$ cat src/shared/dsag_regs.svh
/*
  register offsets, field positions, reset values and timing counts of the
  channel sync and address generation block.
  assumes a plain strobe register port with byte offsets, one word each.
*/
`ifndef DSAG_REGS_SVH
`define DSAG_REGS_SVH

// ============================================================
// register offsets
`define DSAG_OFF_PRIMARY   8'h00
`define DSAG_OFF_SECOND    8'h04
`define DSAG_OFF_STEP0     8'h08
`define DSAG_OFF_STEP1     8'h0c
`define DSAG_OFF_SRC       8'h10
`define DSAG_OFF_DST       8'h14
`define DSAG_OFF_STATUS    8'h18

// ============================================================
// primary control fields
`define DSAG_PRI_SRCSEL_LO 0
`define DSAG_PRI_DSTSEL_LO 2
`define DSAG_PRI_WIDTH_LO  4
`define DSAG_PRI_FRAME     6
`define DSAG_PRI_INDEX     7
`define DSAG_PRI_BIGEND    8
`define DSAG_PRI_RSEL_LO   9
`define DSAG_PRI_WSEL_LO   14

// secondary control fields
`define DSAG_SEC_WPOL      0
`define DSAG_SEC_RPOL      1
`define DSAG_SEC_FRAME_SYNC_IGNORE      2

// ============================================================
// reset values and constants
`define DSAG_RST_WORD      32'h0000_0000
`define DSAG_SEL_NONE      5'h00
`define DSAG_STEP_KEEP     2'h0
`define DSAG_STEP_INC      2'h1
`define DSAG_STEP_DEC      2'h2
`define DSAG_STEP_IDX      2'h3
`define DSAG_W_BYTE        2'h0
`define DSAG_W_HALF        2'h1
`define DSAG_W_WORD        2'h2

// ============================================================
// timing: re-arm wait after a frame burst, in core clocks
`define DSAG_REARM_CYCLES  6'h20
`define DSAG_REARM_CNT_W   6

`endif

$ cat src/shared/dsag_pkg.sv
/*
  types of the channel sync and address generation block.
  assumes dsag_regs.svh supplies the numbers.
*/
package dsag_pkg;

  // ============================================================
  // primary control word
  typedef struct packed {
    logic [12:0] unused;              // read as zero, keeps the word at 32 bits
    logic [4:0]  write_event_select;  // write event, zero means none
    logic [4:0]  read_event_select;   // read or frame event
    logic        big_endian;          // byte lane order
    logic        index_select;        // which global step register
    logic        frame_sync;          // frame synchronised mode
    logic [1:0]  element_width;       // byte, half, word
    logic [1:0]  dest_step_select;    // dest step mode
    logic [1:0]  source_step_select;  // source step mode
  } dsag_primary_t;

  // transfer request from the engine
  typedef struct packed {
    logic is_write;     // write transfer when high, read otherwise
    logic last_in_frame;// last element of its frame
    logic prog_mem;     // access goes to program memory
  } dsag_xfer_t;

  // sync state machine
  typedef enum logic [2:0] {
    DSAG_IDLE  = 3'b001,  // waiting for an event
    DSAG_BURST = 3'b010,  // frame burst running
    DSAG_WAIT  = 3'b100   // post burst delay
  } dsag_state_t;

endpackage

$ cat src/rtl/dsag_event_det.sv
/*
  one synchronisation event detector: pin sync, polarity, edge latch.
  assumes the pin is asynchronous and clear pulses come from core_clk logic.
*/
`timescale 1ns/1ps
`include "dsag_regs.svh"
module dsag_event_det import dsag_pkg::*; (
  input  wire logic core_clk,   // core clock
  input  wire logic rst,        // sync reset, high
  input  wire logic pin,        // raw event pin
  input  wire logic invert,     // active low when set
  input  wire logic gate,       // block latching when high
  input  wire logic level_arm,  // latch by level this cycle
  input  wire logic clr,        // consume the pending event
  output logic      active,     // event at its active level
  output logic      pending     // latched event
);
  logic sync1_q;   // first synchroniser stage
  logic sync2_q;   // second synchroniser stage
  logic prev_q;    // previous active level
  logic hit;       // event seen this cycle

  // ============================================================
  // two flop synchroniser
  always_ff @(posedge core_clk) begin
    if (rst) begin
      sync1_q <= 1'b0;
      sync2_q <= 1'b0;
    end else begin
      sync1_q <= pin;
      sync2_q <= sync1_q;
    end
  end

  assign active = sync2_q ^ invert;

  // edge history of the active level
  always_ff @(posedge core_clk) begin
    if (rst) prev_q <= 1'b0;
    else     prev_q <= active;
  end

  assign hit = !gate && ((active && !prev_q) || (level_arm && active));

  // latch wins over a simultaneous clear
  always_ff @(posedge core_clk) begin
    if (rst)      pending <= 1'b0;
    else if (hit) pending <= 1'b1;
    else if (clr) pending <= 1'b0;
  end
endmodule // dsag_event_det

$ cat src/rtl/dsag_channel.sv
/*
  one channel: event recognition with polarity, burst gating and re-arm,
  plus source and destination address generation and byte lane selection.
  assumes a transfer engine pulses xfer_done per performed transfer and
  a frame done pulse at the end of each frame burst.
*/
`timescale 1ns/1ps
`include "dsag_regs.svh"
module dsag_channel import dsag_pkg::*; (
  input  wire logic        core_clk,      // core clock, 40 MHz
  input  wire logic        rst,           // sync reset, high
  input  wire logic [7:0]  reg_addr,      // register byte address
  input  wire logic [31:0] reg_wdata,     // register write data
  input  wire logic        reg_wr,        // write strobe
  input  wire logic        reg_rd,        // read strobe
  output logic      [31:0] reg_rdata,     // read data, cycle after strobe
  input  wire logic        read_event_pin,  // read or frame event pin
  input  wire logic        write_event_pin, // write event pin
  input  wire logic        xfer_done,     // one transfer performed
  input  wire dsag_xfer_t  xfer,          // kind of that transfer
  input  wire logic        frame_done,    // frame burst finished
  output logic             read_go,       // read may proceed
  output logic             write_go,      // write may proceed
  output logic      [31:0] src_addr,      // current source address
  output logic      [31:0] dst_addr,      // current dest address
  output logic      [3:0]  lane_en,       // byte lanes of next access
  output logic      [1:0]  access_width   // width of next access
);
  dsag_primary_t pri_q;          // primary control
  logic [2:0]    sec_q;          // polarity and frame ignore
  logic [31:0]   step0_q;        // global step values, set 0
  logic [31:0]   step1_q;        // global step values, set 1
  logic [31:0]   src_q;          // source address
  logic [31:0]   dst_q;          // dest address
  dsag_state_t   state_q;        // sync state
  logic [`DSAG_REARM_CNT_W-1:0] wait_q; // post burst counter
  logic          rd_active;      // read event at active level
  logic          wr_active;      // write event at active level
  logic          rd_pend;        // read or frame event latched
  logic          wr_pend;        // write event latched
  logic          frame_sync_ignore_on;        // frame ignore in effect
  logic          gate_rd;        // gating for read detector
  logic          arm_rd;         // level arm pulse
  logic          clr_rd;         // consume read event
  logic          clr_wr;         // consume write event
  logic          frame_start;    // first read of a frame
  logic          rd_need;        // read sync selected
  logic          wr_need;        // write sync selected
  logic [31:0]   gstep;          // selected global step word
  logic [1:0]    eff_width;      // width after program memory rule
  logic [31:0]   src_next;       // next source address
  logic [31:0]   dst_next;       // next dest address
  logic [31:0]   rd_mux;         // read data mux

  // ============================================================
  // register writes
  always_ff @(posedge core_clk) begin
    if (rst) begin
      pri_q   <= dsag_primary_t'(`DSAG_RST_WORD);
      sec_q   <= 3'h0;
      step0_q <= `DSAG_RST_WORD;
      step1_q <= `DSAG_RST_WORD;
    end else if (reg_wr) begin
      case (reg_addr)
        `DSAG_OFF_PRIMARY: pri_q   <= dsag_primary_t'({13'h0, reg_wdata[18:0]});
        `DSAG_OFF_SECOND:  sec_q   <= reg_wdata[2:0];
        `DSAG_OFF_STEP0:   step0_q <= reg_wdata;
        `DSAG_OFF_STEP1:   step1_q <= reg_wdata;
        default: ;                                    // unmapped: ignored
      endcase
    end
  end

  // ============================================================
  // event detectors
  assign frame_sync_ignore_on = sec_q[`DSAG_SEC_FRAME_SYNC_IGNORE] && pri_q.frame_sync;
  // gated through the burst and the delay; the last wait cycle lets the level arm through
  assign gate_rd = frame_sync_ignore_on && (state_q == DSAG_BURST ||
                               (state_q == DSAG_WAIT && wait_q != '0));
  assign arm_rd  = frame_sync_ignore_on && (state_q == DSAG_WAIT) && (wait_q == '0);

  dsag_event_det u_rd_det (
    .core_clk  (core_clk),
    .rst       (rst),
    .pin       (read_event_pin),
    .invert    (sec_q[`DSAG_SEC_RPOL]),
    .gate      (gate_rd),
    .level_arm (arm_rd),
    .clr       (clr_rd),
    .active    (rd_active),
    .pending   (rd_pend)
  );

  dsag_event_det u_wr_det (
    .core_clk  (core_clk),
    .rst       (rst),
    .pin       (write_event_pin),
    .invert    (sec_q[`DSAG_SEC_WPOL]),
    .gate      (1'b0),
    .level_arm (1'b0),
    .clr       (clr_wr),
    .active    (wr_active),
    .pending   (wr_pend)
  );

  // ============================================================
  // go signals and automatic clearing
  assign rd_need = pri_q.read_event_select != `DSAG_SEL_NONE;
  assign wr_need = pri_q.write_event_select != `DSAG_SEL_NONE && !pri_q.frame_sync;
  assign frame_start = (state_q == DSAG_IDLE);
  // inside a frame burst the reads run free; the post burst wait needs a new event
  assign read_go  = !rd_need || rd_pend ||
                    (pri_q.frame_sync && state_q == DSAG_BURST);
  assign write_go = !wr_need || wr_pend;
  assign clr_rd = xfer_done && !xfer.is_write && rd_need &&
                  (!pri_q.frame_sync || frame_start);
  assign clr_wr = xfer_done && xfer.is_write && wr_need;

  // ============================================================
  // frame burst tracking and re-arm delay
  always_ff @(posedge core_clk) begin
    if (rst) begin
      state_q <= DSAG_IDLE;
      wait_q  <= '0;
    end else begin
      case (state_q)
        DSAG_IDLE: begin
          if (pri_q.frame_sync && clr_rd) state_q <= DSAG_BURST;
        end
        DSAG_BURST: begin
          if (frame_done) begin
            state_q <= frame_sync_ignore_on ? DSAG_WAIT : DSAG_IDLE;
            wait_q  <= `DSAG_REARM_CYCLES - 6'h1;
          end
        end
        DSAG_WAIT: begin
          if (wait_q == '0) state_q <= DSAG_IDLE;
          else              wait_q  <= wait_q - 6'h1;
        end
        default: state_q <= DSAG_IDLE;
      endcase
    end
  end

  // ============================================================
  // address generation
  assign gstep = pri_q.index_select ? step1_q : step0_q;
  assign eff_width = xfer.prog_mem ? `DSAG_W_WORD : pri_q.element_width;

  function automatic logic [31:0] step_addr(input logic [31:0] a, input logic [1:0] sel,
                                            input logic [1:0] w, input logic [31:0] g,
                                            input logic last);
    logic [31:0] sz;
    logic [15:0] idx;
    sz  = (w == `DSAG_W_WORD) ? 32'h4 : ((w == `DSAG_W_HALF) ? 32'h2 : 32'h1);
    idx = last ? g[31:16] : g[15:0];
    case (sel)
      `DSAG_STEP_INC: step_addr = a + sz;
      `DSAG_STEP_DEC: step_addr = a - sz;
      `DSAG_STEP_IDX: step_addr = a + {{16{idx[15]}}, idx};
      default:        step_addr = a;
    endcase
  endfunction

  assign src_next = step_addr(src_q, pri_q.source_step_select, eff_width, gstep,
                              xfer.last_in_frame);
  assign dst_next = step_addr(dst_q, pri_q.dest_step_select, eff_width, gstep,
                              xfer.last_in_frame);

  // source and destination update per performed transfer
  always_ff @(posedge core_clk) begin
    if (rst) begin
      src_q <= `DSAG_RST_WORD;
      dst_q <= `DSAG_RST_WORD;
    end else begin
      if (reg_wr && reg_addr == `DSAG_OFF_SRC)               src_q <= reg_wdata;
      else if (xfer_done && !xfer.is_write)                   src_q <= src_next;
      if (reg_wr && reg_addr == `DSAG_OFF_DST)               dst_q <= reg_wdata;
      else if (xfer_done && xfer.is_write)                    dst_q <= dst_next;
    end
  end

  assign src_addr = src_q;
  assign dst_addr = dst_q;
  assign access_width = eff_width;

  // byte lanes of the next access
  always_comb begin
    logic [1:0] a;
    a = pri_q.big_endian ? ~src_q[1:0] : src_q[1:0];
    if (xfer.is_write) a = pri_q.big_endian ? ~dst_q[1:0] : dst_q[1:0];
    case (eff_width)
      `DSAG_W_WORD: lane_en = 4'hf;
      `DSAG_W_HALF: lane_en = a[1] ? 4'hc : 4'h3;
      default:      lane_en = 4'h1 << a;
    endcase
  end

  // ============================================================
  // register read
  always_comb begin
    case (reg_addr)
      `DSAG_OFF_PRIMARY: rd_mux = pri_q;
      `DSAG_OFF_SECOND:  rd_mux = {29'h0, sec_q};
      `DSAG_OFF_STEP0:   rd_mux = step0_q;
      `DSAG_OFF_STEP1:   rd_mux = step1_q;
      `DSAG_OFF_SRC:     rd_mux = src_q;
      `DSAG_OFF_DST:     rd_mux = dst_q;
      `DSAG_OFF_STATUS:  rd_mux = {21'h0, wait_q, state_q, wr_active, rd_active};
      default:           rd_mux = 32'h0;                     // unmapped reads zero
    endcase
  end

  always_ff @(posedge core_clk) begin
    if (rst)         reg_rdata <= 32'h0;
    else if (reg_rd) reg_rdata <= rd_mux;
    else             reg_rdata <= 32'h0;
  end
endmodule // dsag_channel

$ cat config.mk
export PLATFORM = sky130hd
export DESIGN_NAME = dsag_channel
export DESIGN_NICKNAME = d
export VERILOG_FILES = /design/src/shared/dsag_pkg.sv /design/src/rtl/dsag_event_det.sv /design/src/rtl/dsag_channel.sv
export VERILOG_INCLUDE_DIRS = /design/src /design/src/shared
export SDC_FILE = /design/constraint.sdc
export NUM_CORES = 1
export LEC_CHECK = 0
export ABC_AREA = 1
export BUFFER_PORTS_ARGS = -buffer_cell sky130_fd_sc_hd__buf_2
export CORE_AREA = 2 2 158 144
export CTS_CLUSTER_DIAMETER = 40
export CTS_CLUSTER_SIZE = 12
export DETAILED_ROUTE_END_ITERATION = 10
export DIE_AREA = 0 0 160 146
export PLACE_DENSITY_LB_ADDON = 0.05
export SETUP_SLACK_MARGIN = 0.5
export SYNTH_ARGS = -nofsm -noshare
export SYNTH_HDL_FRONTEND = slang
export SYNTH_HIERARCHICAL = 1
export SYNTH_SLANG_ARGS = --single-unit
export TNS_END_PERCENT = 10
$ cat constraint.sdc
create_clock -name core_clk -period 3.8 [get_ports core_clk]
set_clock_uncertainty 0.15 [all_clocks]
set_input_delay 0.57 -clock core_clk [delete_from_list [all_inputs] [get_ports core_clk]]
set_output_delay 0.57 -clock core_clk [all_outputs]
set_load 0.1 [all_outputs]
# [After elaboration in Yosys (flattened, before gate mapping)]
# Cells that the tools add are included.
# W data, S select, Z words.
[word_totals] output_inout_bits=104 ff_bits=199
[classes] muxes=29 eq_ne=21 shifts=1 n_addsub=7 reduce_logical=53 bitwise_logic=5
[ops] cell="$pmux W32 S7" n=1
[ops] cell="$pmux W32 S3" n=2
[ops] cell="$mux W32" n=5
[ops] cell="$add A32 B32 Y32" n=3
[ops] cell="$add A32 B3 Y32" n=1
[ops] cell="$sub A32 B3 Y32" n=1
[ops] cell="$sub A32 B32 Y32" n=1
[ops] cell="$eq A8 B5 Y1 const B" n=3
[ops] cell="$logic_and A1 B1 Y1" n=19
[ops] cell="$eq A8 B4 Y1 const B" n=2
[ops] cell="$mux W16" n=1
[ops] cell="$mux W3" n=5
[ops] cell="$mux W6" n=2
[ops] cell="$pmux W6 S2" n=1
[ops] cell="$reduce_and A2 Y1" n=6
[ops] cell="$eq A2 B2 Y1 const B" n=5
[ops] cell="$mux W2" n=5
[ops] cell="$reduce_bool A2 Y1" n=5
[ops] cell="$reduce_bool A5 Y1" n=2
[ops] cell="$pmux W3 S3" n=1
[ops] cell="$eq A8 B3 Y1 const B" n=1
[ops] cell="$logic_not A8 Y1" n=1
[ops] cell="$pmux W4 S2" n=1
[ops] cell="$reduce_bool A4 Y1" n=2
[ops] cell="19 further kinds" n=40

# [Longest topological paths before layout]
# Gate-level depths: netlist of run 1.
[depth] ltp_word=8 depth_mapped=23

# [Cells and area by module]
# The synthesis of run 1 kept the hierarchy.
[by_module_without_submodules] mod="dsag_channel" area_per_inst_um2=12499.5 seq_area_each_um2=3823.7 n_inst=1 cells_each=1924
[by_module_without_submodules] mod="dsag_event_det" area_per_inst_um2=168.9 seq_area_each_um2=80.1 n_inst=2 cells_each=20

# [Worst setup path before layout of run 1]
# Ideal clock, no wire load.
[synth_path] path_kind="reg-to-output" start="reg src_q[1], in the netlist src_addr[1]" end="out lane_en[0]" arrival_time_ps=3827 setup_slack_ps=-747 path_buffers=0 path_stages_with_launch=6 required_time_ps=3080 cell_sequence="dfxtp_1 > inv_1 > o21ai_0 > xor2_1 > nand2_1 > o21ai_0"
[synth_between] elab_chain_len=5
[synth_rtl] element="start, declared" line_no="dsag_channel.sv:33" text="logic [31:0] src_q;"
[synth_rtl] element="start signal, assigned" line_no="dsag_channel.sv:173" text="src_q <= `DSAG_RST_WORD;"
[synth_rtl] element="start signal, assigned" line_no="dsag_channel.sv:176" text="if (reg_wr && reg_addr == `DSAG_OFF_SRC) src_q <= reg_wdata;"
[synth_rtl] element="start signal, assigned" line_no="dsag_channel.sv:177" text="else if (xfer_done && !xfer.is_write) src_q <= src_next;"
[synth_rtl] element="$not A2 Y2" line_no="dsag_channel.sv:190" text="a = pri_q.big_endian ? ~src_q[1:0] : src_q[1:0];"
[synth_rtl] element="$mux W2 *" line_no="dsag_channel.sv:190"
[synth_rtl] element="$mux W2 *" line_no="dsag_channel.sv:191" text="if (xfer.is_write) a = pri_q.big_endian ? ~dst_q[1:0] : dst_q[1:0];"
[synth_rtl] element="$shl A1 B2 Y4 or $mux W4 (tied branches)" line_no="dsag_channel.sv:195, dsag_channel.sv:194"
[synth_rtl] element="$pmux W4 S2 *" line_no="dsag_channel.sv:192" text="case (eff_width)"
[synth_rtl] element="end, declared" line_no="dsag_channel.sv:26" text="output logic [3:0] lane_en,"
# Mark *: on every way between the ends. The rest lies on a longest branch, timed or not.

# [Worst setup path in the final report of run 1]
[layout_path] start="reg pri_q[7] (netlist name)" end="reg src_q[12], in the netlist src_addr[12]"
[layout_between] elab_chain_len=6
[layout_rtl] element="start, declared" line_no="dsag_channel.sv:29" text="dsag_primary_t pri_q;"
[layout_rtl] element="start signal, assigned" line_no="dsag_channel.sv:59" text="pri_q <= dsag_primary_t'(`DSAG_RST_WORD);"
[layout_rtl] element="start signal, assigned" line_no="dsag_channel.sv:65" text="`DSAG_OFF_PRIMARY: pri_q <= dsag_primary_t'({13'h0, reg_wdata[18:0]});"
[layout_rtl] element="$mux W32" line_no="dsag_channel.sv:147" text="assign gstep = pri_q.index_select ? step1_q : step0_q;"
[layout_rtl] element="$mux W16" line_no="dsag_channel.sv:156" text="idx = last ? g[31:16] : g[15:0];"
[layout_rtl] element="$add A32 B32 Y32" line_no="dsag_channel.sv:160" text="`DSAG_STEP_IDX: step_addr = a + {{16{idx[15]}}, idx};"
[layout_rtl] element="$pmux W32 S3" line_no="dsag_channel.sv:157" text="case (sel)"
[layout_rtl] element="$mux W32" line_no="dsag_channel.sv:177"
[layout_rtl] element="$mux W32" line_no="dsag_channel.sv:176"
# Every way passes these cells. The select of a mux whose other input is x is not followed.
# A chain may end at the register's enable or synchronous reset.

==> qor_table.md, run 1 <==
| Result | This run | Unit |
|---|---|---|
| Worst hold slack | 0.1713 | ns |
| Syn Inst Count | 1964 | - |
| Setup slack of the most critical reg-to-reg path | 0.60 | ns |
| CTS tree | built | - |
| Number of placement rows | 51 | - |
| Final number of setup-violating endpoints | 0 | - |
| Flip-flop cell with the highest count after synthesis | sky130_fd_sc_hd__dfxtp_1 | - |
| Clock latency on the worst-skew pair | 0.47 | ns |
| Arrival time at the worst endpoint | 3.42 | ns |
| Endpoints failing hold | 0 | - |
| Flops & latches, synth | 199 | - |
| Share of final-layout standard cells stronger than drive strength 1 | 0.1626 | - |
| Fill cells | 2035 | - |
| Vertical die dimension | 146 | um |
| Worst Setup Path Type | reg2reg | - |
| Via density per instance | 5.988 | - |
| LEAKAGE | 0.006640 | uW |
| Initial Util | 0.5952 | - |
| Sequential-to-total area share from yosys stat | 0.3103 | - |
| Detail Placement HPWL | 35350 | um |
| Share of flip-flops with an asynchronous set or reset after synthesis | 0 | - |
| Horizontal die dimension | 160 | um |
| Utilization after layout | 0.6846 | - |
| Antenna violations before repair | 0 | - |
| Count of hold buffers inserted by post-cts repair | 0 | - |
| Number of buffers added by the clock tree synthesis step | 17 | - |
| Port Buffers | 154 | - |
| Family with the most delay on the worst path | compound AO/OA/AOI/OAI gates | - |
| Area used by multi-input combinational logic | 7533 | um2 |
| Area taken by flip-flops and latches | 3988 | um2 |
| CP max-delay cell | sky130_fd_sc_hd__dfxtp_4 | - |
| Crit path launch type | flop | - |
| Power density over cell area | 292.1 | nW/um2 |
| Total standard cell area after synthesis | 12840 | um2 |
| Number of levels the H-tree was split into | 4 | - |
| Count of distinct cell types in the synthesized netlist | 50 | - |
| Via count | 14407 | - |
| Count of unresolved DRC violations after routing | 0 | - |
| Leading cell type in the layout, fill and taps excluded | sky130_fd_sc_hd__nand2_1 | - |
| Average size of a mapped cell | 6.536 | um2 |
| Number of top-level design ports | 155 | - |
| CTS clock-pin slew for the worst setup and hold paths | 0.08 | ns |
| Max Slew Vio Count | 0 | - |
| Run status | completed | - |
| Slew at the pin with the worst max-slew slack | 0.9677 | ns |
| Number of nets in the final layout | 2205 | - |
| Highest clock rate | 312.9 | MHz |
| Post-route ant nets | 0 | - |
| Routability Congestion | 0.9833 | - |
| Worst path cell trace | inv_2 -> buf_12 -> nand2_1 -> nand3_1 -> nand2_1 -> o21ai_0 -> ha_1 -> a21oi_1 -> a21boi_1 -> o21ai_2 -> buf_4 -> nand2_1 -> nand2_1 -> a21oi_1 -> xnor2_1 -> nand2_1 -> a31oi_1 | - |
| DRC marker count from the first detailed-route iteration | 1836 | - |
| Kind of end point of the critical path | flop | - |
| Remaining global-route overflow | 0 | - |
| Largest buffer count on any clock path | 2 | - |
| Clock Root Buffer | sky130_fd_sc_hd__clkbuf_16 | - |
| Fin crit period | 3.196 | ns |
| Clk sink count | 199 | - |
| Required time at the worst-slack endpoint | 4.02 | ns |
| Sum Neg Setup Slack | 0 | ns |
| Crit-path max FO | 17 | - |
| Worst slew slack as a fraction of its limit | 0.3542 | - |
| Number of buffers and inverters on the critical path | 3 | - |
| Delay of the slowest cell on the worst path | 0.38 | ns |
| Class of the tightest hold or removal check | in2reg | - |
| Max-cap violations | 0 | - |
| Most frequent cell on the critical path | sky130_fd_sc_hd__nand2_1 | - |
| Setup repair after global routing missed its margin | true | - |
| Antenna diode count | 0 | - |
| Commonest cells after routing, fill and taps aside | sky130_fd_sc_hd__nand2_1, sky130_fd_sc_hd__inv_1, sky130_fd_sc_hd__dfxtp_1, sky130_fd_sc_hd__a21oi_1, sky130_fd_sc_hd__o21ai_0 | - |
| Count of flip-flops with a built-in enable after synthesis | 0 | - |
| Pin count of the biggest net entering global routing | 73 | - |
| Part of the cycle the worst path needs | 0.8410 | - |
| Die footprint | 23360 | um2 |
| Total routing resource utilization after global routing | 0.3912 | - |
| Number of cells in the design after placement | 2370 | - |
| First-pass GRT wire length | 71810 | um |
| Warnings, synthesis | 6 | - |
| Area growth from synthesis to layout | 15.02 | % |
| Routed Wire Length | 47140 | um |
| Maximum resistive drop on vdd | 0.0003002 | V |
| Core region area | 21570 | um2 |
| Number of non-filler instances in the completed layout | 2406 | - |
| Drt pass-1 iters | 6 | - |
| Via count of the first global-routing pass | 12790 | - |
| Wire length per cell after detailed routing | 19.59 | um |
[worst min-delay path, stage by stage]
cell and delay, ns:
sky130_fd_sc_hd__buf_2 0.09, sky130_fd_sc_hd__inv_1 0.04, sky130_fd_sc_hd__nor2_1 0.03
[where the power goes]
part	internal (uW)	switching, uW
sequential	2090	4.94
combinational	61.1	196
clock	965	998
total	3110	1200
[state kept, by name (all words and copies together) (netlist names)]
register and cells:
dst_addr 32, step1_q 32, wait_q 6, u_wr_det/sync2_q 1, u_rd_det/sync2_q 1, u_wr_det/pending 1
u_rd_det/prev_q 1, sec_q 3, reg_rdata 32, u_rd_det/sync1_q 1, u_wr_det/prev_q 1, state_q 3
step0_q 32, u_rd_det/pending 1, src_addr 32, pri_q 19, u_wr_det/sync1_q 1
[stage by stage]
step | power, uW | area (um2) | setup WS (ns)
floorplan | 2279 | 12850 | 0.0002549
global placement | 2383 | 13960 | 0.1407
detailed placement | 2386 | 13960 | 0.02433
CTS | 4291 | 14610 | 0.4851
global route | 4399 | 14770 | 0.4410
finish | 4314 | 14770 | 0.6043
[layout make-up]
type	count	area share
clock buffer	17	0.02881
clock inverter	15	0.01398
inverter	297	0.07567
multi-input combinational	1390	0.5102
sequential	199	0.2701
tap	291	0.02466
timing repair buffer	197	0.07660
[path summary, 6_finish.rpt]
| path | startpoint | endpoint | cells past startpoint |
|---|---|---|---|
| worst max-delay path | pri_q[7] | src_addr[12] | 17 |
| worst min-delay path | read_event_pin | u_rd_det/sync1_q | 3 |
| worst min register to register | u_rd_det/sync1_q | u_rd_det/sync2_q | 2 |
| worst max register to register | pri_q[7] | src_addr[12] | 17 |
[kinds of logic after synthesis]
logic type,count (synthesis),share of synthesized area
AO/OA/AOI/OAI,569,0.2477
AND/OR/NAND/NOR,726,0.2483
other,1,0.0002921
adder cells (fa/ha/maj),52,0.05185
flip-flops,199,0.3103
XOR/XNOR,41,0.02797
buffers and inverters,376,0.1135
[cell usage after synthesis (4+ instances only)]
cell type,count,share of area
sky130_fd_sc_hd__buf_4,5,0.0029
sky130_fd_sc_hd__inv_1,282,0.082
sky130_fd_sc_hd__dfxtp_1,199,0.31
sky130_fd_sc_hd__o21ai_0,200,0.078
sky130_fd_sc_hd__a21boi_0,4,0.0023
sky130_fd_sc_hd__nor2_2,16,0.0078
sky130_fd_sc_hd__nand3_2,8,0.0062
sky130_fd_sc_hd__o22ai_1,53,0.026
sky130_fd_sc_hd__xor2_1,32,0.022
sky130_fd_sc_hd__a211oi_1,8,0.0047
sky130_fd_sc_hd__o21ai_1,12,0.0047
sky130_fd_sc_hd__nor3_1,16,0.0062
sky130_fd_sc_hd__inv_2,14,0.0041
sky130_fd_sc_hd__nor2_1,111,0.032
sky130_fd_sc_hd__nand3_1,111,0.043
sky130_fd_sc_hd__a41oi_1,5,0.0034
sky130_fd_sc_hd__a21o_1,5,0.0029
sky130_fd_sc_hd__a31oi_1,35,0.017
sky130_fd_sc_hd__clkbuf_1,59,0.017
sky130_fd_sc_hd__ha_1,50,0.049
sky130_fd_sc_hd__nand2_1,409,0.12
sky130_fd_sc_hd__nand3_4,4,0.0055
sky130_fd_sc_hd__o21bai_1,5,0.0029
sky130_fd_sc_hd__xnor2_1,9,0.0061
sky130_fd_sc_hd__nand4_1,16,0.0078
sky130_fd_sc_hd__a221oi_1,20,0.014
sky130_fd_sc_hd__a21oi_1,204,0.080
sky130_fd_sc_hd__nand2_2,21,0.010
sky130_fd_sc_hd__buf_2,10,0.0039
sky130_fd_sc_hd__nand3b_1,5,0.0029
[layer usage]
| layer | up-vias | GRT usage | wire, um |
|---|---|---|---|
| li1 | 6828 | - | - |
| met1 | 6535 | 0.5171 | 18940 |
| met2 | 869 | 0.6353 | 21190 |
| met3 | 175 | 0.06070 | 4682 |
| met4 | 0 | 0.1712 | 2317 |
| met5 | - | 0 | 0 |
[what timing repair did]
item                                    4_1_cts  5_1_grt
pin swaps                                     0        4
endpoints found under the setup margin       34       44
gates resized for setup                      11       53
setup buffers                                 0        4
Power figures use the tool's default switching activity.
==> run 2, diff against run 1 <==
--- a/config.mk
+++ b/config.mk
@@ -8,11 +8,11 @@
 export LEC_CHECK = 0
 export ABC_AREA = 1
 export BUFFER_PORTS_ARGS = -buffer_cell sky130_fd_sc_hd__buf_2
-export CORE_AREA = 2 2 158 144
+export CORE_AREA = 2 2 166 152
 export CTS_CLUSTER_DIAMETER = 40
 export CTS_CLUSTER_SIZE = 12
 export DETAILED_ROUTE_END_ITERATION = 10
-export DIE_AREA = 0 0 160 146
+export DIE_AREA = 0 0 168 154
 export PLACE_DENSITY_LB_ADDON = 0.05
 export SETUP_SLACK_MARGIN = 0.5
 export SYNTH_ARGS = -nofsm -noshare
==> constraint.sdc (replaced) <==
create_clock -name core_clk -period 2.8 [get_ports core_clk]
set_clock_uncertainty 0.15 [all_clocks]
set_input_delay 0.42 -clock core_clk [delete_from_list [all_inputs] [get_ports core_clk]]
set_output_delay 0.42 -clock core_clk [all_outputs]
set_load 0.1 [all_outputs]
==> qor_table.md, run 2 (synthesis gave the netlist of run 1 again) <==
| Result | This run | Unit | Change |
|---|---|---|---|
| Leading cell type in the layout, fill and taps excluded | sky130_fd_sc_hd__nand2_1 | - |  |
| Maximum resistive drop on vdd | 0.0004126 | V | +37% |
| Global routing usage on met1 | 0.4977 | - | -0.01942 |
| Worst slew slack as a fraction of its limit | 0.5492 | - | +0.1950 |
| Antenna diode count | 0 | - | unchanged |
| R2r endpoint | src_addr[22] | - |  |
| Crit-path max FO | 23 | - | +6 |
| Utilization after layout | 0.7154 | - | +0.03080 |
| Class of the tightest hold or removal check | in2reg | - |  |
| R2R cell count | 18 | - | +1 |
| Kind of end point of the critical path | flop | - |  |
| Via density per instance | 5.803 | - | -3.1% |
| Fin crit period | 3.088 | ns | -0.1075 ns |
| Die footprint | 25870 | um2 | +11% |
| Routability Congestion | 1.018 | - | +3.5% |
| Max Slew Vio Count | 0 | - | unchanged |
| Violations in the final reports | setup timing | - |  |
| Via count | 15226 | - | +5.7% |
| Number of placement rows | 54 | - | +5.9% |
| Critical register-to-register path startpoint | pri_q[7] | - |  |
| Setup slack of the most critical reg-to-reg path | -0.29 | ns | -0.89 ns |
| Commonest cells after routing, fill and taps aside | sky130_fd_sc_hd__nand2_1, sky130_fd_sc_hd__inv_1, sky130_fd_sc_hd__buf_4, sky130_fd_sc_hd__dfxtp_1, sky130_fd_sc_hd__a21oi_1 | - |  |
| Worst hold slack | 0.01981 | ns | -0.1515 ns |
| Number of levels the H-tree was split into | 4 | - | unchanged |
| Crit path launch type | flop | - |  |
| Arrival time at the worst endpoint | 3.26 | ns | -0.16 ns |
| Clk sink count | 199 | - | unchanged |
| Via count of the first global-routing pass | 13878 | - | +8.5% |
| Number of nets in the final layout | 2406 | - | +9.1% |
| Clock Root Buffer | sky130_fd_sc_hd__clkbuf_16 | - |  |
| Most frequent cell on the critical path | sky130_fd_sc_hd__nand2_1 | - |  |
| Delay of the slowest cell on the worst path | 0.39 | ns | about the same |
| Count of unresolved DRC violations after routing | 0 | - | unchanged |
| Pin count of the biggest net entering global routing | 96 | - | +32% |
| Core region area | 23990 | um2 | +11% |
| Drt pass-1 iters | 8 | - | +2 |
| LEAKAGE | 0.007772 | uW | +17% |
| Share of final-layout standard cells stronger than drive strength 1 | 0.2966 | - | +0.1340 |
| First-pass GRT wire length | 76760 | um | +6.9% |
| Area used by multi-input combinational logic | 8229 | um2 | +9.2% |
| Run status | complete, but fails checks | - |  |
| Worst Setup Path Type | reg2reg | - |  |
| Highest clock rate | 323.8 | MHz | +3.5% |
| Final worst setup slack | -0.2882 | ns | -0.8925 ns |
| Worst path cell trace | buf_12 -> o21ai_0 -> nand2_1 -> o22ai_1 -> a21oi_2 -> buf_4 -> fa_2 -> nor2_4 -> a211oi_4 -> o21bai_1 -> nand2_1 -> nand2_2 -> nand2_1 -> nand2_1 -> nand2_1 -> a21oi_1 -> nand3b_1 -> a21oi_2 | - |  |
| Number of buffers added by the clock tree synthesis step | 17 | - | unchanged |
| Remaining global-route overflow | 0 | - | unchanged |
| Fill cells | 2055 | - | +0.98% |
| Hold worst-path end | u_wr_det/sync1_q | - |  |
| Wire length per cell after detailed routing | 19.38 | um | -1.1% |
| Largest buffer count on any clock path | 2 | - | unchanged |
| GRT met3 Usage | 0.05225 | - | -0.008449 |
| Max-cap violations | 0 | - | unchanged |
| Area of all placed cells without fillers | 17160 | um2 | +16% |
| Hold Path Cell Cnt | 3 | - | unchanged |
| Initial Util | 0.5352 | - | -0.05999 |
| Hold Path Origin | write_event_pin | - |  |
| Power density over cell area | 341.1 | nW/um2 | +17% |
| Routed Wire Length | 50860 | um | +7.9% |
| DRC marker count from the first detailed-route iteration | 1733 | - | -5.6% |
| CTS tree | built | - |  |
| Total cell area at the placement stage | 15520 | um2 | +11% |
| Global-route met2 utilization | 0.6059 | - | -0.02942 |
| Count of hold buffers inserted by post-cts repair | 0 | - | unchanged |
| Sum Neg Setup Slack | -6.795 | ns | -6.795 ns |
| Most used routing layer | met2 | - |  |
| Required time at the worst-slack endpoint | 2.97 | ns | -1.05 ns |
| Endpoints failing hold | 0 | - | unchanged |
| Total routing resource utilization after global routing | 0.3792 | - | -0.01205 |
| Vertical die dimension | 154 | um | +5.5% |
| Post-route ant nets | 0 | - | unchanged |
| Horizontal die dimension | 168 | um | +5.0% |
| Slew at the pin with the worst max-slew slack | 0.6746 | ns | -0.2931 ns |
| Area growth from synthesis to layout | 33.67 | % |  |
| Final number of setup-violating endpoints | 46 | - | +46 |
| Number of top-level design ports | 155 | - | unchanged |
| Setup repair after global routing missed its margin | true | - |  |
| Clock latency on the worst-skew pair | 0.44 | ns | -0.03 ns |
| Port Buffers | 154 | - | unchanged |
| CP max-delay cell | sky130_fd_sc_hd__dfxtp_4 | - |  |
| Antenna violations before repair | 0 | - | unchanged |
| Detail Placement HPWL | 37630 | um | +6.4% |
| Area taken by flip-flops and latches | 4001 | um2 | +0.35% |
| Part of the cycle the worst path needs | 1.103 | - | +0.2620 |
| CTS clock-pin slew for the worst setup and hold paths | 0.09 | ns | about the same |
run 2: cell type report:
type,instances,area share
Multi-Input combinational cell,1390,0.4796
Inverter,297,0.06628
Tap cell,308,0.02246
Timing Repair Buffer,398,0.1637
Clock inverter,15,0.009990
Sequential cell,199,0.2332
Clock buffer,17,0.02479
run 2: report_power, final:
part | total (uW) | internal [uW] | switching [uW]
Combinational | 418 | 129 | 289
Sequential | 2840 | 2830 | 6.74
Clock | 2600 | 1290 | 1310
run 2: per-layer routing:
| metal | wire, um | up-vias | part of all wire |
|---|---|---|---|
| met4 | 2944 | 0 | 0.058 |
| met5 | 0 | - | 0 |
| met1 | 20740 | 6916 | 0.41 |
| met2 | 22770 | 893 | 0.45 |
| li1 | - | 7238 | - |
| met3 | 4409 | 179 | 0.087 |
run 2: how the worst max path moves through the flow:
stage	from	end	slack [ns]	depth (start not counted)
after floorplan	xfer[0]	dst_addr[30]	-0.46	16
after global placement	xfer[1]	dst_addr[18]	-0.65	15
after detailed placement	xfer[1]	dst_addr[18]	-0.72	15
after CTS	pri_q[7]	src_addr[22]	-0.19	21
after global routing	pri_q[7]	dst_addr[24]	-0.45	20
final	pri_q[7]	src_addr[22]	-0.29	18
run 2: timing repair:
| item | 4_1_cts | 5_1_grt |
|---|---|---|
| pin swaps | 31 | 66 |
| gates cloned | 0 | 0 |
| buffers inserted | 14 | 7 |
| resized for setup | 111 | 155 |
| setup endpoints to repair | 66 | 101 |
run 2: through the flow:
stage               std cells  power, uW  worst slack, ns
floorplan                1965       3096          -0.4629
global placement         2571       3266          -0.6541
detailed placement       2571       3270          -0.7196
CTS                      2617       5812          -0.1878
global route             2624       5974          -0.4481
finish                   2624       5852          -0.2882
run 2: worst max-delay path: cells and delay by family, from the launching register on:
family | cells | cell delay, ns
AND/OR/NAND/NOR | 8 | 0.85
buffers and inverters | 2 | 0.31
AO/OA/AOI/OAI | 7 | 0.89
flip-flops | 1 | 0.39
adder cells (fa/ha/maj) | 1 | 0.37
==> run 3, diff against run 2 <==
--- a/config.mk
+++ b/config.mk
@@ -8,11 +8,11 @@
 export LEC_CHECK = 0
 export ABC_AREA = 1
 export BUFFER_PORTS_ARGS = -buffer_cell sky130_fd_sc_hd__buf_2
-export CORE_AREA = 2 2 166 152
+export CORE_AREA = 2 2 158 144
 export CTS_CLUSTER_DIAMETER = 40
 export CTS_CLUSTER_SIZE = 12
 export DETAILED_ROUTE_END_ITERATION = 10
-export DIE_AREA = 0 0 168 154
+export DIE_AREA = 0 0 160 146
 export PLACE_DENSITY_LB_ADDON = 0.05
 export SETUP_SLACK_MARGIN = 0.5
 export SYNTH_ARGS = -nofsm -noshare
==> constraint.sdc (replaced) <==
create_clock -name core_clk -period 3.15 [get_ports core_clk]
set_clock_uncertainty 0.15 [all_clocks]
set_input_delay 0.4725 -clock core_clk [delete_from_list [all_inputs] [get_ports core_clk]]
set_output_delay 0.4725 -clock core_clk [all_outputs]
set_load 0.1 [all_outputs]
==> qor_table.md, run 3 (synthesis gave the netlist of run 1 again) <==
| Result | This run | Unit | Change |
|---|---|---|---|
| Maximum resistive drop on vdd | 0.0002585 | V | -37% |
| Wire length per cell after detailed routing | 19.82 | um | +2.3% |
| Power density over cell area | 315.4 | nW/um2 | -7.5% |
| Detail Placement HPWL | 36130 | um | -4.0% |
| Number of levels the H-tree was split into | 4 | - | unchanged |
| Final worst setup slack | 0.04439 | ns | +0.3326 ns |
| Most used routing layer | met2 | - |  |
| Clock Root Buffer | sky130_fd_sc_hd__clkbuf_16 | - |  |
| GRT met3 Usage | 0.05899 | - | +0.006739 |
| Drt pass-1 iters | 9 | - | +1 |
| Area of all placed cells without fillers | 16400 | um2 | -4.4% |
| Slew at the pin with the worst max-slew slack | 0.9814 | ns | +0.3068 ns |
| LEAKAGE | 0.007280 | uW | -6.3% |
| Crit-path max FO | 6 | - | -74% |
| Initial Util | 0.5952 | - | +0.05999 |
| Via count | 15174 | - | -0.34% |
| Worst slew slack as a fraction of its limit | 0.3450 | - | -0.2042 |
| Max Slew Vio Count | 0 | - | unchanged |
| Arrival time at the worst endpoint | 3.33 | ns | +0.07 ns |
| First-pass GRT wire length | 74020 | um | -3.6% |
| Largest buffer count on any clock path | 2 | - | unchanged |
| Highest clock rate | 322.0 | MHz | -0.56% |
| R2r endpoint | src_addr[23] | - |  |
| Setup slack of the most critical reg-to-reg path | 0.04 | ns | +0.33 ns |
| Antenna violations before repair | 0 | - | unchanged |
| Crit path launch type | flop | - |  |
| Antenna diode count | 0 | - | unchanged |
| Area growth from synthesis to layout | 27.79 | % |  |
| Clk sink count | 199 | - | unchanged |
| Share of final-layout standard cells stronger than drive strength 1 | 0.2628 | - | -0.03385 |
| Fin crit period | 3.106 | ns | +0.01737 ns |
| Number of buffers added by the clock tree synthesis step | 17 | - | unchanged |
| Global routing usage on met1 | 0.5275 | - | +0.02983 |
| Commonest cells after routing, fill and taps aside | sky130_fd_sc_hd__nand2_1, sky130_fd_sc_hd__inv_1, sky130_fd_sc_hd__dfxtp_1, sky130_fd_sc_hd__a21oi_1, sky130_fd_sc_hd__buf_2 | - |  |
| Fill cells | 1716 | - | -16% |
| Part of the cycle the worst path needs | 0.9859 | - | -0.1170 |
| Run status | completed | - |  |
| Via density per instance | 6.019 | - | +3.7% |
| Die footprint | 23360 | um2 | -9.7% |
| Post-route ant nets | 0 | - | unchanged |
| CTS tree | built | - |  |
| Core region area | 21570 | um2 | -10% |
| Total routing resource utilization after global routing | 0.4006 | - | +0.02142 |
| Count of unresolved DRC violations after routing | 0 | - | unchanged |
| Count of hold buffers inserted by post-cts repair | 0 | - | unchanged |
| Max-cap violations | 0 | - | unchanged |
| Clock latency on the worst-skew pair | 0.45 | ns | about the same |
| Required time at the worst-slack endpoint | 3.38 | ns | +0.41 ns |
| DRC marker count from the first detailed-route iteration | 1924 | - | +11% |
| Hold Path Cell Cnt | 3 | - | unchanged |
| Class of the tightest hold or removal check | in2reg | - |  |
| Endpoints failing hold | 0 | - | unchanged |
| Number of top-level design ports | 155 | - | unchanged |
| Place WS | -0.4331 | ns | +0.2865 ns |
| Remaining global-route overflow | 0 | - | unchanged |
| Final number of setup-violating endpoints | 0 | - | -100% |
| Hold worst-path end | u_rd_det/sync1_q | - |  |
| Number of placement rows | 51 | - | -5.6% |
| CTS clock-pin slew for the worst setup and hold paths | 0.08 | ns | about the same |
| Routed Wire Length | 49970 | um | -1.8% |
| R2R cell count | 21 | - | +3 |
| Setup repair after global routing missed its margin | true | - |  |
| Horizontal die dimension | 160 | um | -4.8% |
| Vertical die dimension | 146 | um | -5.2% |
| Utilization after layout | 0.7606 | - | +0.04520 |
| Number of nets in the final layout | 2320 | - | -3.6% |
| Hold Path Origin | read_event_pin | - |  |
| Kind of end point of the critical path | flop | - |  |
| Total cell area at the placement stage | 14760 | um2 | -4.9% |
| Global-route met2 utilization | 0.6452 | - | +0.03937 |
| Via count of the first global-routing pass | 13671 | - | -1.5% |
| Critical register-to-register path startpoint | pri_q[7] | - |  |
| Leading cell type in the layout, fill and taps excluded | sky130_fd_sc_hd__nand2_1 | - |  |
| Routability Congestion | 0.9913 | - | -2.6% |
| Pin count of the biggest net entering global routing | 78 | - | -19% |
| Port Buffers | 154 | - | unchanged |
| Worst Setup Path Type | reg2reg | - |  |
[run 3: changes by cell type in the layout (fill, tap and decap cells not counted), moves of 8 or more]
| cell | previous run | this run |
|---|---|---|
| sky130_fd_sc_hd__buf_2 | 146 | 154 |
| sky130_fd_sc_hd__inv_1 | 261 | 273 |
| sky130_fd_sc_hd__inv_2 | 29 | 18 |
| sky130_fd_sc_hd__buf_4 | 230 | 147 |
| sky130_fd_sc_hd__o21ai_2 | 33 | 16 |
| sky130_fd_sc_hd__o21ai_0 | 136 | 147 |
[run 3: metal layers]
metal | share of wire | vias to the layer above
met5 | 0 | -
met4 | 0.060 | 0
met3 | 0.10 | 214
met2 | 0.45 | 1004
met1 | 0.39 | 6894
li1 | - | 7062
[run 3: worst max path at each step]
| stage | startpoint | slack, ns | endpoint | cells after the start |
|---|---|---|---|---|
| global placement | xfer[1] | -0.33 | src_addr[22] | 21 |
| global route | pri_q[7] | -0.09 | src_addr[26] | 17 |
| detailed placement | xfer[1] | -0.43 | src_addr[22] | 21 |
| floorplan | xfer[0] | -0.17 | dst_addr[30] | 16 |
| CTS | pri_q[7] | 0.10 | dst_addr[23] | 20 |
| finish | pri_q[7] | 0.04 | src_addr[23] | 21 |
[run 3: critical path, cell delays in order (launching register included)]
cell	delay (ns)
sky130_fd_sc_hd__dfxtp_4	0.40
sky130_fd_sc_hd__buf_8	0.15
sky130_fd_sc_hd__a21oi_2	0.16
sky130_fd_sc_hd__o21ai_2	0.09
sky130_fd_sc_hd__nand2_2	0.11
sky130_fd_sc_hd__o22ai_2	0.08
sky130_fd_sc_hd__a21oi_2	0.19
sky130_fd_sc_hd__inv_2	0.07
sky130_fd_sc_hd__ha_4	0.24
sky130_fd_sc_hd__nand3_2	0.08
sky130_fd_sc_hd__nand2_2	0.07
sky130_fd_sc_hd__nand3_2	0.07
sky130_fd_sc_hd__nand2_2	0.07
sky130_fd_sc_hd__buf_6	0.13
sky130_fd_sc_hd__a21boi_4	0.18
sky130_fd_sc_hd__o21ai_4	0.10
sky130_fd_sc_hd__a21o_1	0.23
sky130_fd_sc_hd__nand2_1	0.10
sky130_fd_sc_hd__nand2_1	0.06
sky130_fd_sc_hd__nand2_1	0.08
sky130_fd_sc_hd__nand3_2	0.07
sky130_fd_sc_hd__a21oi_2	0.14
[run 3: layout make-up]
class,instances,area (um2),area share
clock buffers,18,439.2,0.02677
clock inverters,14,157.7,0.009610
inverters,297,1132,0.06903
multi-input cells,1390,8264,0.5038
flip-flops and latches,199,3996,0.2436
well taps,291,364.1,0.02220
repair buffers,312,2051,0.1250
[run 3: through the flow]
stage               TNS, ns  hold WS (ns)  instances  total power [uW]
floorplan            -2.169        0.2383       1965              2753
global placement     -8.802        0.2489       2464              2889
detailed placement   -11.44        0.2489       2464              2893
CTS                       0       0.07900       2507              5118
global route         -1.236       0.08939       2521              5261
finish                    0       0.08231       2521              5174
[run 3: report_power, final]
part           total, uW  internal (uW)  switching, uW
logic                349           93.5            255
registers           2530           2520           6.26
clock network       2300           1150           1140
[run 3: what timing repair did]
| action | CTS | global route |
|---|---|---|
| setup endpoints to repair | 60 | 62 |
| gates resized for setup | 88 | 145 |
| gates cloned | 0 | 1 |
| buffers inserted | 11 | 13 |
| pin swaps | 29 | 53 |
